[src/rtl/can_mode_defines.svh]
/*
 Named offsets, codes, field positions and timing counts of the CAN
 transceiver mode controller. Assumes inclusion by bare name only.
*/
`ifndef CAN_MODE_DEFINES_SVH
`define CAN_MODE_DEFINES_SVH
`define ADDR_CTRL 8'h00
`define ADDR_STATE 8'h04
`define ADDR_KIND 8'h08
`define ADDR_TXFMT 8'h0c
`define ADDR_FDSTD 8'h10
`define ADDR_BAUD 8'h14
`define ADDR_STATUS 8'h18
`define CTRL_START 0
`define TS_NORMAL 2'h0
`define TS_SLEEP 2'h1
`define TS_SWWAKE 2'h2
`define TS_SWHS 2'h3
`define KIND_HS 3'h0
`define KIND_LS 3'h1
`define KIND_SW 3'h2
`define KIND_EXT 3'h3
`define KIND_DISC 3'h4
`define CM_CLASSIC 2'h0
`define CM_FD 2'h1
`define CM_FDBRS 2'h2
`define FD_ISO 2'h0
`define FD_NONISO 2'h1
`define FD_LEGACY 2'h2
`define BAUD_HS_MIN 32'd40000
`define BAUD_HS_MAX 32'd1000000
`define BAUD_LS_MIN 32'd40000
`define BAUD_LS_MAX 32'd125000
`define BAUD_SW_LO 32'd33333
`define BAUD_SW_HI 32'd83333
`define BAUD_RESET 32'd500000
`define ST_ERR_STATE 0
`define ST_ERR_KIND 1
`define ST_ERR_FMT 2
`define ST_ERR_STD 3
`define ST_WAKE 4
`define ST_BAUD_BAD 5
`define ST_ASLEEP 6
`define ST_DRAIN 7
`define CLK_PERIOD_NS 10
`define BUS_IDLE_NS 330000
`endif

[src/rtl/can_mode_pkg.sv]
/*
 Types shared by the CAN transceiver mode controller modules.
 Assumes the defines header supplies all numeric codes except the sleep state encoding.
*/
package can_mode_pkg;
   typedef enum logic [3:0] {
      SLP_AWAKE = 4'b0001,
      SLP_DRAIN = 4'b0010,
      SLP_ASLEEP = 4'b0100,
      SLP_WAKEFRAME = 4'b1000
   } sleep_state_e;
   typedef logic [1:0] tstate_t;
   typedef logic [2:0] kind_t;
   typedef logic [1:0] cmode_t;
   typedef logic [1:0] fdstd_t;
endpackage

[src/rtl/sleep_if.sv]
/*
 Carrier between the register block, the sleep sequencer and the bus
 watcher. Assumes all parties share core_clk.
*/
`timescale 1ns/1ps
interface sleep_if;
   logic sleepReq;
   logic wakeReq;
   logic txPending;
   logic busDominant;
   logic busIdle;
   logic asleep;
   logic draining;
   logic remoteWake;
   modport ctrl(output sleepReq, wakeReq, txPending,
      input asleep, draining, remoteWake);
   modport fsm(input sleepReq, wakeReq, txPending, busDominant, busIdle,
      output asleep, draining, remoteWake);
   modport watch(output busDominant, busIdle);
endinterface

[src/rtl/can_bus_watch.sv]
/*
 Synchronises the receive pin and reports a dominant bus and an idle
 bus (recessive for IDLE_CYCLES). Assumes canRx is asynchronous.
*/
`timescale 1ns/1ps
module can_bus_watch #(
   parameter int unsigned IDLE_CYCLES = 33000
) (
   // clock and reset
   input wire logic core_clk,
   input wire logic rstn,
   // pin
   input wire logic canRx,
   // toward sequencer
   sleep_if.watch bus
);
   logic rxMeta_reg;
   logic rxSync_reg;
   logic [15:0] idleCnt_reg;
   logic idle_reg;

   always_ff @(posedge core_clk or negedge rstn) begin
      if (!rstn) begin
         rxMeta_reg <= 1'b1;
         rxSync_reg <= 1'b1;
      end else begin
         rxMeta_reg <= canRx;
         rxSync_reg <= rxMeta_reg;
      end
   end

   always_ff @(posedge core_clk or negedge rstn) begin
      if (!rstn) begin
         idleCnt_reg <= 16'h0000;
         idle_reg <= 1'b0;
      end else if (!rxSync_reg) begin
         idleCnt_reg <= 16'h0000;
         idle_reg <= 1'b0;
      end else if (idleCnt_reg == 16'(IDLE_CYCLES - 1)) begin
         idle_reg <= 1'b1;
      end else begin
         idleCnt_reg <= idleCnt_reg + 16'h0001;
      end
   end

   assign bus.busDominant = ~rxSync_reg;
   assign bus.busIdle = idle_reg;
endmodule

[src/rtl/can_sleep_fsm.sv]
/*
 Sleep sequencer: drains pending frames, sleeps, and wakes locally or
 on a remote wakeup frame followed by an idle bus.
 Assumes requests are single-cycle pulses from the register block.
*/
`timescale 1ns/1ps
module can_sleep_fsm
   import can_mode_pkg::*;
(
   // clock and reset
   input wire logic core_clk,
   input wire logic rstn,
   // control and bus view
   sleep_if.fsm sl
);
   sleep_state_e state_reg;
   logic wake_reg;

   always_ff @(posedge core_clk or negedge rstn) begin
      if (!rstn) begin
         state_reg <= SLP_AWAKE;
      end else begin
         case (state_reg)
            SLP_AWAKE: if (sl.sleepReq) state_reg <= SLP_DRAIN;
            SLP_DRAIN: begin
               if (sl.wakeReq) state_reg <= SLP_AWAKE;
               else if (!sl.txPending) state_reg <= SLP_ASLEEP;
            end
            SLP_ASLEEP: begin
               if (sl.wakeReq) state_reg <= SLP_AWAKE;
               else if (sl.busDominant) state_reg <= SLP_WAKEFRAME;
            end
            SLP_WAKEFRAME: begin
               if (sl.wakeReq) state_reg <= SLP_AWAKE;
               else if (sl.busIdle) state_reg <= SLP_AWAKE;
            end
            default: state_reg <= SLP_AWAKE;
         endcase
      end
   end

   always_ff @(posedge core_clk or negedge rstn) begin
      if (!rstn) wake_reg <= 1'b0;
      else wake_reg <= (state_reg == SLP_WAKEFRAME) && !sl.wakeReq &&
         sl.busIdle;
   end

   // frames stay queued in the controller, so transmission resumes where
   // it stopped
   assign sl.asleep = (state_reg == SLP_ASLEEP) ||
      (state_reg == SLP_WAKEFRAME);
   assign sl.draining = (state_reg == SLP_DRAIN);
   assign sl.remoteWake = wake_reg;
endmodule

[src/rtl/can_transceiver_mode_control.sv]
/*
 CAN transceiver mode control: transceiver kind, sleep and wakeup
 sequencing, single-wire wakeup voltage and high-speed, transmit frame
 format and FD standard selection, with an AHB-Lite register slave.
 Assumes a single master, one clock, and a CAN controller that keeps its
 transmit queue while held asleep.
// What this block does
// - state codes 0..3, default normal
// - normal or wakeup write wakes sleeper
// - sleep refused unless port started
// - drain pending frames, then standby
// - remote frame wakes, not received, unacknowledged
// - wakeup frame then idle gives normal
// - transmission resumes where it stopped
// - single-wire wakeup drives high voltage
// - wakeup refused if not single-wire or high-speed
// - high-speed state disables waveshaping
// - high-speed needs single-wire; no sleep from it
// - kind codes 0..4, readable
// - kind changes only when stopped; default
// - bit rate ranges checked per kind
// - disconnect isolates controller from connector
// - tx format defaults cluster, never exceeds
// - tx format affects transmit only
// - ISO mode: frame type field selects
// - FD standard ISO default, choose variant
// - ISO reports received type, else generic
// - legacy: ISO framing, non-ISO host view
*/
`timescale 1ns/1ps
`include "can_mode_defines.svh"
module can_transceiver_mode_control
   import can_mode_pkg::*;
#(
   parameter int unsigned IDLE_CYCLES = `BUS_IDLE_NS / `CLK_PERIOD_NS,
   parameter logic SELECTABLE = 1'b1,
   parameter logic [2:0] FIXED_KIND = 3'h0
) (
   // clock and reset
   input wire logic core_clk,
   input wire logic rstn,
   // AHB-Lite slave
   input wire logic hsel,
   input wire logic [31:0] haddr,
   input wire logic [1:0] htrans,
   input wire logic hwrite,
   input wire logic [2:0] hsize,
   input wire logic [31:0] hwdata,
   input wire logic hready,
   output logic hreadyout,
   output logic hresp,
   output logic [31:0] hrdata,
   // CAN controller side
   input wire logic txPending,
   input wire logic [1:0] frameTxType,
   output logic ctrlSleep,
   output logic rxAckBlock,
   output logic txEnable,
   output logic [1:0] txFormat,
   output logic rxFdEnable,
   output logic fdIsoFraming,
   output logic rxTypeReport,
   // transceiver side
   input wire logic canRx,
   output logic [2:0] tcvrKind,
   output logic hsEnable,
   output logic lsEnable,
   output logic swEnable,
   output logic extEnable,
   output logic connectorLink,
   output logic tcvrStandby,
   output logic swWakeVoltage,
   output logic swWaveshapeOff
);
   sleep_if sl();

   can_bus_watch #(.IDLE_CYCLES(IDLE_CYCLES)) u_watch (
      .core_clk(core_clk),
      .rstn(rstn),
      .canRx(canRx),
      .bus(sl)
   );

   can_sleep_fsm u_fsm (
      .core_clk(core_clk),
      .rstn(rstn),
      .sl(sl)
   );

   // bus address phase capture
   logic wrPend_reg;
   logic [7:0] wrAddr_reg;
   logic addrTake;
   logic [31:0] rdValue;

   // registers
   logic started_reg;
   cmode_t cluster_reg;
   tstate_t tstate_reg, tstate_next;
   kind_t kind_reg, kind_next;
   cmode_t txFmt_reg;
   logic txFmtSet_reg;
   fdstd_t fdStd_reg;
   logic [31:0] baud_reg;
   logic [4:0] sticky_reg;
   logic [4:0] errSet;

   // decoded write strobes and request checks
   logic wrCtrl, wrState, wrKind, wrTxFmt, wrFdStd, wrBaud, wrStatus;
   logic stateErr, kindErr, fmtErr, stdErr;
   logic wakeLocal, sleepGo, clusterFd, baudBad;
   cmode_t txSel;

   assign hreadyout = 1'b1;
   assign hresp = 1'b0;
   assign addrTake = hsel && htrans[1] && hready;

   always_ff @(posedge core_clk or negedge rstn) begin
      if (!rstn) begin
         wrPend_reg <= 1'b0;
         wrAddr_reg <= 8'h00;
      end else begin
         wrPend_reg <= addrTake && hwrite;
         if (addrTake) wrAddr_reg <= haddr[7:0];
      end
   end

   always_comb begin
      {wrCtrl, wrState, wrKind, wrTxFmt, wrFdStd, wrBaud, wrStatus} = 7'h00;
      if (!wrPend_reg) wrCtrl = 1'b0;
      else if (wrAddr_reg == `ADDR_CTRL) wrCtrl = 1'b1;
      else if (wrAddr_reg == `ADDR_STATE) wrState = 1'b1;
      else if (wrAddr_reg == `ADDR_KIND) wrKind = 1'b1;
      else if (wrAddr_reg == `ADDR_TXFMT) wrTxFmt = 1'b1;
      else if (wrAddr_reg == `ADDR_FDSTD) wrFdStd = 1'b1;
      else if (wrAddr_reg == `ADDR_BAUD) wrBaud = 1'b1;
      else if (wrAddr_reg == `ADDR_STATUS) wrStatus = 1'b1;
   end

   assign clusterFd = (cluster_reg != `CM_CLASSIC);

   // transceiver state request checks
   always_comb begin
      tstate_next = tstate_reg;
      {stateErr, wakeLocal, sleepGo} = 3'b000;
      if (wrState) begin
         case (hwdata[1:0])
            `TS_NORMAL: begin
               tstate_next = `TS_NORMAL;
               wakeLocal = sl.asleep || sl.draining;
            end
            `TS_SLEEP: begin
               if (!started_reg) stateErr = 1'b1;
               else if (tstate_reg == `TS_SWHS) stateErr = 1'b1;
               else begin
                  tstate_next = `TS_SLEEP;
                  sleepGo = !sl.asleep && !sl.draining;
               end
            end
            `TS_SWWAKE: begin
               if (kind_reg != `KIND_SW) stateErr = 1'b1;
               else if (tstate_reg == `TS_SWHS) stateErr = 1'b1;
               else begin
                  tstate_next = `TS_SWWAKE;
                  wakeLocal = sl.asleep || sl.draining;
               end
            end
            default: begin
               if (kind_reg != `KIND_SW) stateErr = 1'b1;
               else begin
                  tstate_next = `TS_SWHS;
                  wakeLocal = sl.asleep || sl.draining;
               end
            end
         endcase
         if (hwdata[31:2] != 30'h00000000) begin
            tstate_next = tstate_reg;
            {stateErr, wakeLocal, sleepGo} = 3'b100;
         end
      end else if (sl.remoteWake) begin
         tstate_next = `TS_NORMAL;
      end else if (wrCtrl && !hwdata[`CTRL_START]) begin
         tstate_next = `TS_NORMAL;
         wakeLocal = sl.asleep || sl.draining;
      end
   end

   assign sl.sleepReq = sleepGo;
   assign sl.wakeReq = wakeLocal;
   assign sl.txPending = txPending;

   // kind request checks
   always_comb begin
      kind_next = kind_reg;
      kindErr = 1'b0;
      if (wrKind) begin
         if (started_reg) kindErr = 1'b1;
         else if (hwdata > 32'(`KIND_DISC)) kindErr = 1'b1;
         else if (!SELECTABLE && hwdata[2:0] != FIXED_KIND) kindErr = 1'b1;
         else kind_next = hwdata[2:0];
      end
   end

   // transmit format and standard checks
   always_comb begin
      fmtErr = 1'b0;
      stdErr = 1'b0;
      if (wrTxFmt) begin
         if (clusterFd && fdStd_reg == `FD_ISO) fmtErr = 1'b1;
         else if (hwdata > 32'(cluster_reg)) fmtErr = 1'b1;
      end
      if (wrFdStd && hwdata > 32'(`FD_LEGACY)) stdErr = 1'b1;
   end

   always_ff @(posedge core_clk or negedge rstn) begin
      if (!rstn) begin
         started_reg <= 1'b0;
         cluster_reg <= `CM_CLASSIC;
      end else if (wrCtrl) begin
         started_reg <= hwdata[`CTRL_START];
         cluster_reg <= (hwdata[2:1] > `CM_FDBRS) ? `CM_FDBRS : hwdata[2:1];
      end
   end

   always_ff @(posedge core_clk or negedge rstn) begin
      if (!rstn) tstate_reg <= `TS_NORMAL;
      else if (wrKind && !kindErr) tstate_reg <= `TS_NORMAL;
      else tstate_reg <= tstate_next;
   end

   always_ff @(posedge core_clk or negedge rstn) begin
      if (!rstn) kind_reg <= SELECTABLE ? `KIND_HS : FIXED_KIND;
      else if (!SELECTABLE) kind_reg <= FIXED_KIND;
      else kind_reg <= kind_next;
   end

   always_ff @(posedge core_clk or negedge rstn) begin
      if (!rstn) begin
         txFmt_reg <= `CM_CLASSIC;
         txFmtSet_reg <= 1'b0;
      end else if (wrCtrl) begin
         txFmtSet_reg <= 1'b0;
      end else if (wrTxFmt && !fmtErr) begin
         txFmt_reg <= hwdata[1:0];
         txFmtSet_reg <= 1'b1;
      end
   end

   always_ff @(posedge core_clk or negedge rstn) begin
      if (!rstn) fdStd_reg <= `FD_ISO;
      else if (wrFdStd && !stdErr) fdStd_reg <= hwdata[1:0];
   end

   always_ff @(posedge core_clk or negedge rstn) begin
      if (!rstn) baud_reg <= `BAUD_RESET;
      else if (wrBaud) baud_reg <= hwdata;
   end

   // rate legality per kind
   always_comb begin
      case (kind_reg)
         `KIND_HS: baudBad = baud_reg < `BAUD_HS_MIN ||
            baud_reg > `BAUD_HS_MAX;
         `KIND_LS: baudBad = baud_reg < `BAUD_LS_MIN ||
            baud_reg > `BAUD_LS_MAX;
         `KIND_SW: baudBad = baud_reg != `BAUD_SW_LO &&
            baud_reg != `BAUD_SW_HI;
         default: baudBad = 1'b0;
      endcase
   end

   // sticky flags: a new event wins over a write-one clear
   assign errSet = {sl.remoteWake, stdErr, fmtErr, kindErr, stateErr};

   always_ff @(posedge core_clk or negedge rstn) begin
      if (!rstn) sticky_reg <= 5'h00;
      else if (wrStatus) sticky_reg <= (sticky_reg & ~hwdata[4:0]) | errSet;
      else sticky_reg <= sticky_reg | errSet;
   end

   // read mux registered in the address phase
   always_comb begin
      rdValue = 32'h00000000;
      if (haddr[7:0] == `ADDR_CTRL)
         rdValue = {29'h00000000, cluster_reg, started_reg};
      else if (haddr[7:0] == `ADDR_STATE)
         rdValue = {30'h00000000, tstate_reg};
      else if (haddr[7:0] == `ADDR_KIND)
         rdValue = {29'h00000000, kind_reg};
      else if (haddr[7:0] == `ADDR_TXFMT)
         rdValue = {30'h00000000, txFmtSet_reg ? txFmt_reg : cluster_reg};
      else if (haddr[7:0] == `ADDR_FDSTD)
         rdValue = {30'h00000000, fdStd_reg};
      else if (haddr[7:0] == `ADDR_BAUD)
         rdValue = baud_reg;
      else if (haddr[7:0] == `ADDR_STATUS)
         rdValue = {24'h000000, sl.draining, sl.asleep, baudBad, sticky_reg};
   end

   always_ff @(posedge core_clk or negedge rstn) begin
      if (!rstn) hrdata <= 32'h00000000;
      else if (addrTake && !hwrite) hrdata <= rdValue;
   end

   // ISO mode takes the per-frame type; otherwise the setting, never
   // above the cluster mode
   always_comb begin
      if (clusterFd && fdStd_reg == `FD_ISO) txSel = frameTxType;
      else if (txFmtSet_reg) txSel = txFmt_reg;
      else txSel = cluster_reg;
      if (txSel > cluster_reg) txSel = cluster_reg;
   end

   always_ff @(posedge core_clk or negedge rstn) begin
      if (!rstn) begin
         txFormat <= `CM_CLASSIC;
         {rxFdEnable, fdIsoFraming, rxTypeReport} <= 3'b000;
      end else begin
         txFormat <= txSel;
         rxFdEnable <= clusterFd;
         fdIsoFraming <= clusterFd && fdStd_reg != `FD_NONISO;
         rxTypeReport <= clusterFd && fdStd_reg == `FD_ISO;
      end
   end

   always_ff @(posedge core_clk or negedge rstn) begin
      if (!rstn) begin
         tcvrKind <= `KIND_HS;
         {hsEnable, lsEnable, swEnable, extEnable, connectorLink} <= 5'h00;
      end else begin
         tcvrKind <= kind_reg;
         hsEnable <= kind_reg == `KIND_HS;
         lsEnable <= kind_reg == `KIND_LS;
         swEnable <= kind_reg == `KIND_SW;
         extEnable <= kind_reg == `KIND_EXT;
         connectorLink <= kind_reg != `KIND_DISC;
      end
   end

   // the wakeup voltage lasts exactly as long as the state is held, so
   // software owns its duration
   always_ff @(posedge core_clk or negedge rstn) begin
      if (!rstn) begin
         {tcvrStandby, ctrlSleep, rxAckBlock, txEnable} <= 4'h0;
         {swWakeVoltage, swWaveshapeOff} <= 2'b00;
      end else begin
         tcvrStandby <= sl.asleep;
         ctrlSleep <= sl.asleep;
         rxAckBlock <= sl.asleep;
         txEnable <= started_reg && !sl.asleep;
         swWakeVoltage <= tstate_reg == `TS_SWWAKE &&
            kind_reg == `KIND_SW;
         swWaveshapeOff <= tstate_reg == `TS_SWHS &&
            kind_reg == `KIND_SW;
      end
   end
endmodule

[config.mk]
export PLATFORM = sky130hd
export DESIGN_NAME = can_transceiver_mode_control
export DESIGN_NICKNAME = d
export VERILOG_FILES = /design/src/rtl/can_mode_pkg.sv /design/src/rtl/sleep_if.sv /design/src/rtl/can_bus_watch.sv /design/src/rtl/can_sleep_fsm.sv /design/src/rtl/can_transceiver_mode_control.sv
export VERILOG_INCLUDE_DIRS = /design/src /design/src/rtl
export SDC_FILE = /design/constraint.sdc
export NUM_CORES = 1
export LEC_CHECK = 0
export ABC_AREA = 0
export ABC_CLOCK_PERIOD_IN_PS = 2200
export BUFFER_PORTS_ARGS = -buffer_cell sky130_fd_sc_hd__buf_4
export CORE_MARGIN = 2
export CORE_UTILIZATION = 49
export DETAILED_ROUTE_END_ITERATION = 10
export PLACE_DENSITY = 0.82
export SYNTH_ARGS = -nofsm -noshare
export SYNTH_HDL_FRONTEND = slang
export SYNTH_HIERARCHICAL = 1
export SYNTH_SLANG_ARGS = --single-unit
[constraint.sdc]
create_clock -name core_clk -period 2.2 [get_ports core_clk]
set_input_delay 0.33 -clock core_clk [delete_from_list [all_inputs] [get_ports core_clk]]
set_output_delay 0.33 -clock core_clk [all_outputs]
set_load 0.02 [all_outputs]
==> impl_results.md, run 1 <==
- Average cell area after synthesis: 11.3 sq um
- Number of vias per cell: slightly below 6
- Finished Layout Cells: 866
- Yosys cell types: 72
- # IOs: 131
- Part of the Yosys area used for sequential elements: 0.535
- Later-pin clock latency in the skew report: 420 ps
- Max_slew headroom: 0.562
- Detailed-route wire length: 16.0 mm
- Pre-antenna DRT Iters: 5
- Horizontal extent of the die: around 120 um
- Clock net sink count: ~130
- Part of the total power dissipated in sequential elements: 0.447
- Most frequent cell on the critical path: sky130_fd_sc_hd__a211o_1
- Largest stage delay on the critical path: 410 ps
- Internal power contribution: ~0.0045 W
- Count of H-tree levels built during CTS: 4
- Most used standard cell by instance count after synthesis: sky130_fd_sc_hd__dfrtp_1
- Share of total power in combinational logic: 0.086
- Final weighted congestion of routability-driven global placement: between 0.8 and 0.9
- Result of the run: complete, but fails checks
- Max-cap violation count: 0
- Total inserted antenna cells: 0
- Worst Path Required: 2550 ps
- CTS clk-pin slew, worst paths: 60 ps
- Share of total power consumed by net switching: 0.241
- Type of element launching the critical path: flip-flop
- First-pass GRT wire length: 25.4 mm
- Commonest cells in the synthesized netlist: sky130_fd_sc_hd__dfrtp_1, sky130_fd_sc_hd__mux2_2, sky130_fd_sc_hd__nand2_1
- Cell area power density: 737 mW/mm^2
- Remaining DRCs: 0
- Area growth from synthesis to layout: 29.7%
- Sum of overflow across all layers after global routing: 0
- Maximum fanout along the worst path: 4
- Synthesized net count: between 600 and 700
- Die Outline Area: 0.0136 sq mm
- Height of the die: 116 um
- CP max-delay cell: sky130_fd_sc_hd__dfrtp_1
- DR WL/cell: 18.5 um
- Root Buffer Master: sky130_fd_sc_hd__clkbuf_16
- Final period util: 1.07
- Bufs on Longest Clock Path: 2
- Unrepaired setup endpoints after global routing: yes
- Critical path buffers and inverters: 0
- Worst-path cell chain: nor4b_4 > and2b_2 > nand3_2 > or2_1 > a211o_1 > a21oi_4 > or3_4 > nor3_1 > a211o_1 > o21ai_2
- Peak clock frequency supported by timing: 0.426 GHz
- Number of logic stages on the critical path including buffering: 10
- Synth top area cells: sky130_fd_sc_hd__dfrtp_1, sky130_fd_sc_hd__mux2_2, sky130_fd_sc_hd__dfstp_2
- Number of pins exceeding their max-slew limit in the final report: 0
- Number of nets in the layout: 765
- Post-route design area: between 0.008 and 0.009 sq mm
- Final setup slack of the worst path: -147 ps
- Power share of the clock group: 0.467
- Dpl cell area: 0.00735 sq mm
- Worst hold path depth: 1
- Synth Warn #: 6
- Initial antenna violation count: 0
- Final critical path time including I/O delays and setup: 2350 ps
- Largest voltage drop on the vdd net: 0.773 mV
- Failing checks: setup timing
- DR vias: 5051
- Signal arrival time at the worst endpoint: 2700 ps
- Worst clock skew: 8.47 ps
- Inst Count DP: 830
- Remaining number of nets flagged by the antenna check after routing: 0
- Port Buffer Count: 100
- Placeable core area: 0.0125 sq mm
- Reg-to-Reg Start: wrAddr_reg[5]
- Synthesized netlist cell count: 547
- Top cell family by delay on the critical path: simple AND/OR/NAND/NOR gates
- Share of the synthesized area in the top cell type: 0.493
- Most used DFF post-synth: sky130_fd_sc_hd__dfrtp_1
- Reported leakage power: 3.72 nW
- Number of storage elements in the synthesis netlist: 132
- Crit path kind: flip-flop to flip-flop
- Starting density of the core: 0.497
- Post-detail-place hpwl: 11.2 mm
- Worst Hold Class: primary input to flip-flop
- Pin count of the biggest net entering global routing: just under 60
- Number of global-route vias before repair: 5014
- Netlist Area Pre-Place: 0.00620 sq mm
- Hold path startpoint: canRx
- Share of flip-flops with an asynchronous set or reset: 1.00
- Switch Pwr: 0.00143 W
- Count of endpoints failing setup in the final report: 1
- Core Rows: 41
- DRC violation total after the first TritonRoute iteration: 416
- Number of endpoints with negative hold slack in the final report: 0
- Category of the worst setup path capture point: flip-flop
- TritonCTS clock tree: done
- Cell type with the highest aggregate area in the netlist: sky130_fd_sc_hd__dfrtp_1
- CP startpoint: wrAddr_reg[5]
- Share of cells above drive strength 1: 0.376
- EDFF count, synth: 0
- Total GRT Usage: 0.246
- Final-layout fill cell count: roughly 960
- Register-to-Register Path Depth: 10
- Number of buffers added by the clock tree synthesis step: 17
- Actual slew at the worst max-slew pin: 647 ps
- Sum Neg Setup Slack: -147 ps
## per-layer routing
metal,part of all wire,global-route usage
met4,0.016,0.0857
met2,0.49,0.407
met5,0,0
met3,0.070,0.0742
met1,0.42,0.308
## logic make-up (layout without fill, tap and decap cells)
kind of cell    count (synthesis)  in the layout  synth area share
simple gates                  186            186             0.178
flops                         132            132             0.535
compound gates                113            113             0.130
mux                            57             57             0.101
buf+inv                        49            196            0.0388
fa+ha+maj                       6              6            0.0121
other cells                     2              2           0.00121
xor+xnor                        2              2           0.00283
## final cells by class
| type | count | area, sq um | share of cell area |
|---|---|---|---|
| clock buffer | 19 | 453 | 0.0564 |
| clock inverter | 13 | 134 | 0.0167 |
| inverter | 21 | 78.8 | 0.00981 |
| multi-input combinational | 366 | 2740 | 0.340 |
| sequential | 132 | 3320 | 0.413 |
| tap | 172 | 215 | 0.0268 |
| timing repair buffer | 143 | 1100 | 0.137 |
## cell usage in the layout, fill, tap and decap left out, drive strengths merged, types with 6 or more instances in the layout
cell type / count
a21oi: 19
a22o: 27
buf: 142
clkbuf: 19
clkinv: 8
dfrtp: 122
dfstp: 10
ha: 6
inv: 21
mux2: 46
mux2i: 11
nand2: 43
nand2b: 8
nand3: 15
nand4: 14
nor2: 28
nor3: 14
nor4: 17
nor4b: 6
o21ai: 26
o31ai: 8
or3: 8
or4: 11
## timing repair
item / 4_1_cts / 5_1_grt
endpoints found under the setup margin: 3 / 6
pin swaps: 4 / 1
buffers inserted: 1 / 2
resized for setup: 2 / 10
hold buffers: 1 / 0
hold endpoints to repair: 29 / 0
cloned: 0 / 0
## path summary, 6_finish.rpt
check | end | slack, ps
max | u_fsm/state_reg[0] | -150
min | u_watch/rxMeta_reg | 20
max reg2reg | u_fsm/state_reg[0] | -150
min reg2reg | u_watch/rxSync_reg | 360
max in group asynchronous | u_watch/rxSync_reg | 1020
min in group asynchronous | hrdata[29] | 440
## metrics by stage
step                worst slack, ps   util  power [W]  hold slack, ps
finish                         -147  0.645    0.00592            24.4
global route                   -291  0.645    0.00615            10.5
floorplan                      -259      -    0.00290            34.4
CTS                            -105  0.639    0.00595            9.54
detailed placement             -398  0.589    0.00316             341
global placement               -372  0.589    0.00313             332
## worst reg2reg max path: stages, from the launching register on
cell	delay, ps
sky130_fd_sc_hd__dfrtp_1	410
sky130_fd_sc_hd__nor4b_4	330
sky130_fd_sc_hd__and2b_2	220
sky130_fd_sc_hd__nand3_2	80
sky130_fd_sc_hd__or2_1	250
sky130_fd_sc_hd__a211o_1	270
sky130_fd_sc_hd__a21oi_4	140
sky130_fd_sc_hd__or3_4	150
sky130_fd_sc_hd__nor3_1	50
sky130_fd_sc_hd__a211o_1	290
sky130_fd_sc_hd__o21ai_2	110
## power groups by stage
stage               Clock (W)  Sequential [W]  Combinational (W)
finish                0.00277         0.00265           0.000509
global route          0.00293         0.00266           0.000561
detailed placement          0         0.00267           0.000489
floorplan                   0         0.00265           0.000248
CTS                   0.00281         0.00264           0.000503
global placement            0         0.00267           0.000469
Power figures use the tool's default switching activity.
==> run 2, diff against run 1 <==
Settings changed: SKIP_LAST_GASP set to 1, SYNTH_HIERARCHICAL 1 to not set.
==> impl_results.md, run 2 <==
- Part of the Yosys area used for sequential elements: 0.549 (was 0.535)
- Top cell family by delay on the critical path: simple AND/OR/NAND/NOR gates (unchanged)
- Max_slew headroom: 0.666 (was 0.562)
- Pre-antenna DRT Iters: 5 (unchanged)
- Critical path buffers and inverters: 1 (was 0)
- Remaining number of nets flagged by the antenna check after routing: 0 (unchanged)
- TritonCTS clock tree: done (unchanged)
- Worst-path cell chain: buf_4 > nor4_1 > nand4_1 > or4_4 > o31ai_1 > a31oi_1 > a31o_2 (was nor4b_4 > and2b_2 > nand3_2 > or2_1 > a211o_1 > a21oi_4 > or3_4 > nor3_1 > a211o_1 > o21ai_2)
- Horizontal extent of the die: 115 um (was 116 um)
- Type of element launching the critical path: primary input (was flip-flop)
- Hold path startpoint: canRx (unchanged)
- CP Capture Point: u_fsm.state_reg[1] (was u_fsm/state_reg[0])
- Category of the worst setup path capture point: flip-flop (unchanged)
- Root Buffer Master: sky130_fd_sc_hd__clkbuf_16 (unchanged)
- Signal arrival time at the worst endpoint: 2450 ps (was 2700 ps)
- Share of cells above drive strength 1: 0.337 (was 0.376)
- Number of vias per cell: 5.86 (was 5.83)
- Placeable core area: 0.0120 sq mm (was 0.0125 sq mm)
- Cell area power density: 781 mW/mm^2 (was 737 mW/mm^2)
- Post-detail-place hpwl: 10.6 mm (was 11.2 mm)
- Final period util: 0.976 (was 1.07)
- Worst Path Required: 2500 ps (was 2550 ps)
- Number of nets in the layout: 735 (was 765)
- Number of pins exceeding their max-slew limit in the final report: 0 (unchanged)
- Average cell area after synthesis: 11.4 sq um (was 11.3 sq um)
- Worst clock skew: 7.96 ps (was 8.47 ps)
- Cell type with the highest aggregate area in the netlist: sky130_fd_sc_hd__dfrtp_1 (unchanged)
- Total GRT Usage: 0.236 (was 0.246)
- Largest stage delay on the critical path: 620 ps (was 410 ps)
- Synthesized net count: 614 (was 631)
- Max-cap violation count: 0 (unchanged)
- CP max-delay cell: sky130_fd_sc_hd__or4_4 (was sky130_fd_sc_hd__dfrtp_1)
- Worst Setup Slack post-DPL: -336 ps (was -398 ps)
- Peak clock frequency supported by timing: 0.466 GHz (was 0.426 GHz)
- Largest voltage drop on the vdd net: 0.535 mV (was 0.773 mV)
- Commonest cells in the synthesized netlist: sky130_fd_sc_hd__dfrtp_1, sky130_fd_sc_hd__mux2_2, sky130_fd_sc_hd__nand2_1 (unchanged)
- Port Buffer Count: 100 (unchanged)
- EDFF count, synth: 0 (unchanged)
- Number of logic stages on the critical path including buffering: 7 (was 10)
- Die Outline Area: 0.0132 sq mm (was 0.0136 sq mm)
- Starting density of the core: 0.503 (was 0.497)
- Later-pin clock latency in the skew report: 420 ps (about the same)
- Clock net sink count: 132 (unchanged)
- Total inserted antenna cells: 0 (unchanged)
- Count of H-tree levels built during CTS: 4 (unchanged)
- Synthesized netlist cell count: 530 (was 547)
- Result of the run: finished, final reports clean (was complete, but fails checks)
- Finished Layout Cells: 811 (was 866)
- # IOs: 131 (unchanged)
- Core Rows: 40 (was 41)
- Share of flip-flops with an asynchronous set or reset: 1.00 (unchanged)
- Post CTS Setup Buffer Count: 0 (was 1)
- Detailed-route wire length: 14.8 mm (was 16.0 mm)
- Leading cell types in the layout, fill and taps excluded: sky130_fd_sc_hd__buf_4, sky130_fd_sc_hd__dfrtp_1, sky130_fd_sc_hd__mux2_2, sky130_fd_sc_hd__nand2_1, sky130_fd_sc_hd__nor2_1 (was sky130_fd_sc_hd__buf_4, sky130_fd_sc_hd__dfrtp_1, sky130_fd_sc_hd__mux2_2, sky130_fd_sc_hd__nand2_1, sky130_fd_sc_hd__a22o_1)
- Remaining DRCs: 0 (unchanged)
- DR vias: 4750 (was 5051)
- Yosys cell types: 62 (was 72)
- Number of global-route vias before repair: 4732 (was 5014)
- First-pass GRT wire length: 24.0 mm (was 25.4 mm)
- Share of the synthesized area in the top cell type: 0.506 (was 0.493)
- Synth top area cells: sky130_fd_sc_hd__dfrtp_1, sky130_fd_sc_hd__mux2_2, sky130_fd_sc_hd__dfstp_2 (unchanged)
- Reg-to-Reg Start: cluster_reg[0] (was wrAddr_reg[5])
- Pin count of the biggest net entering global routing: 48 (was 58)
- Worst Hold Class: primary input to flip-flop (unchanged)
- CTS clk-pin slew, worst paths: 50 ps (was 60 ps)
- Sum of overflow across all layers after global routing: 0 (unchanged)
- Actual slew at the worst max-slew pin: 502 ps (was 647 ps)
- Final weighted congestion of routability-driven global placement: 0.909 (was 0.891)
- Netlist Area Pre-Place: 0.00604 sq mm (was 0.00620 sq mm)
- R2r endpoint: txFormat[0] (was u_fsm/state_reg[0])
- Maximum fanout along the worst path: 5 (was 4)
- Inst Count DP: 778 (was 830)
- Minimum setup slack among reg-to-reg paths: 100 ps (was -150 ps)
- Number of buffers added by the clock tree synthesis step: 17 (unchanged)
- Final setup slack of the worst path: 53.8 ps (was -147 ps)
- Most used DFF post-synth: sky130_fd_sc_hd__dfrtp_1 (unchanged)
- CP startpoint: hwdata[23] (was wrAddr_reg[5])
- Number of storage elements in the synthesis netlist: 132 (unchanged)
- Commonest non-fill, non-tap cell in the layout: sky130_fd_sc_hd__buf_4 (unchanged)
- Unrepaired setup endpoints after global routing: no (was yes)
- Count of endpoints failing setup in the final report: 0 (was 1)
- DR WL/cell: 18.3 um (was 18.5 um)
- Height of the die: 115 um (was 116 um)
- Synth Warn #: 0 (was 6)
- Reported leakage power: 3.58 nW (was 3.72 nW)
- Register-to-Register Path Depth: 7 (was 10)
- Initial antenna violation count: 0 (unchanged)
- Final critical path time including I/O delays and setup: 2150 ps (was 2350 ps)
- Crit path kind: primary input to flip-flop (was flip-flop to flip-flop)
- Area growth from synthesis to layout: 28.4% (was 29.7%)
- Number of endpoints with negative hold slack in the final report: 0 (unchanged)
- Bufs on Longest Clock Path: 2 (unchanged)
- DRC violation total after the first TritonRoute iteration: 528 (was 416)
- Most used standard cell by instance count after synthesis: sky130_fd_sc_hd__dfrtp_1 (unchanged)
-- run 2: cell types whose count changed after synthesis, moves of 5 or more --
cell                       change
sky130_fd_sc_hd__nor4_1        -5
sky130_fd_sc_hd__xnor2_1       +8
sky130_fd_sc_hd__and2_1       +14
sky130_fd_sc_hd__a21boi_0      +9
sky130_fd_sc_hd__or4_1         -7
sky130_fd_sc_hd__nand2_1       -9
-- run 2: stage by stage --
step	total power, W	TNS [ps]	cell area, sq um	utilization	hold slack [ps]
6_report	0.00606	0	7750	0.646	18.2
3_3_place_gp	0.00306	-2570	7090	0.590	261
3_5_place_dp	0.00308	-3330	7090	0.590	266
4_1_cts	0.00609	0	7730	0.644	1.02
5_1_grt	0.00625	0	7750	0.646	7.06
2_1_floorplan	0.00284	0	6040	-	34.4
-- run 2: timing repair --
| action | 4_1_cts | 5_1_grt |
|---|---|---|
| endpoints found under the hold margin | 17 | 0 |
| hold buffers | 1 | 0 |
| resized for setup | 0 | 4 |
| endpoints found under the setup margin | 0 | 46 |
-- run 2: worst min path at each step --
stage                                        end  slack, ps  cells after the start
final                         u_watch.rxMeta_reg         20                      1
after global routing          u_watch.rxMeta_reg          7                      1
after CTS                     u_watch.rxMeta_reg          1                      1
after detailed placement  u_watch.idleCnt_reg[7]        270                      1
after global placement    u_watch.idleCnt_reg[7]        260                      1
after floorplan                      baud_reg[0]         30                      0
-- run 2: metal layers --
layer,GRT usage,routed length [um],part of all wire,vias up
li1,-,-,-,2189
met2,0.396,7570,0.51,167
met3,0.0506,783,0.053,36
met1,0.301,6120,0.41,2358
met5,0,0,0,-
met4,0.0892,350,0.024,0
-- run 2: worst register-to-register path, cell delays in order (launching register included) --
cell and delay, ps:
sky130_fd_sc_hd__dfrtp_2 440, sky130_fd_sc_hd__nor2_1 90, sky130_fd_sc_hd__or3_1 390, sky130_fd_sc_hd__mux2i_1 280
sky130_fd_sc_hd__ha_1 310, sky130_fd_sc_hd__a21oi_1 140, sky130_fd_sc_hd__nor2b_1 60, sky130_fd_sc_hd__a221oi_1 280
-- run 2: cell families after synthesis --
family,synth area share
AO/OA/AOI/OAI,0.125
XOR/XNOR,0.0145
adder cells (fa/ha/maj),0.0124
buffers and inverters,0.0313
flip-flops,0.549
multiplexers,0.0949
other,0.00124
AND/OR/NAND/NOR,0.171
-- run 2: report_power, final --
group	leakage [nW]	switching, W	internal [W]	total [W]
clock	0.296	0.00104	0.00196	0.00300
sequential	1.68	0.000102	0.00252	0.00263
combinational	1.60	0.000216	0.000212	0.000428
total	3.58	0.00136	0.00470	0.00606
-- run 2: layout make-up --
cell class	instances	area [sq um]
Fill cell	922	4260
Sequential cell	132	3320
Multi-Input combinational cell	355	2550
Timing Repair Buffer	128	1000
Clock buffer	21	460
Tap cell	147	184
Clock inverter	11	176
Inverter	17	63.8
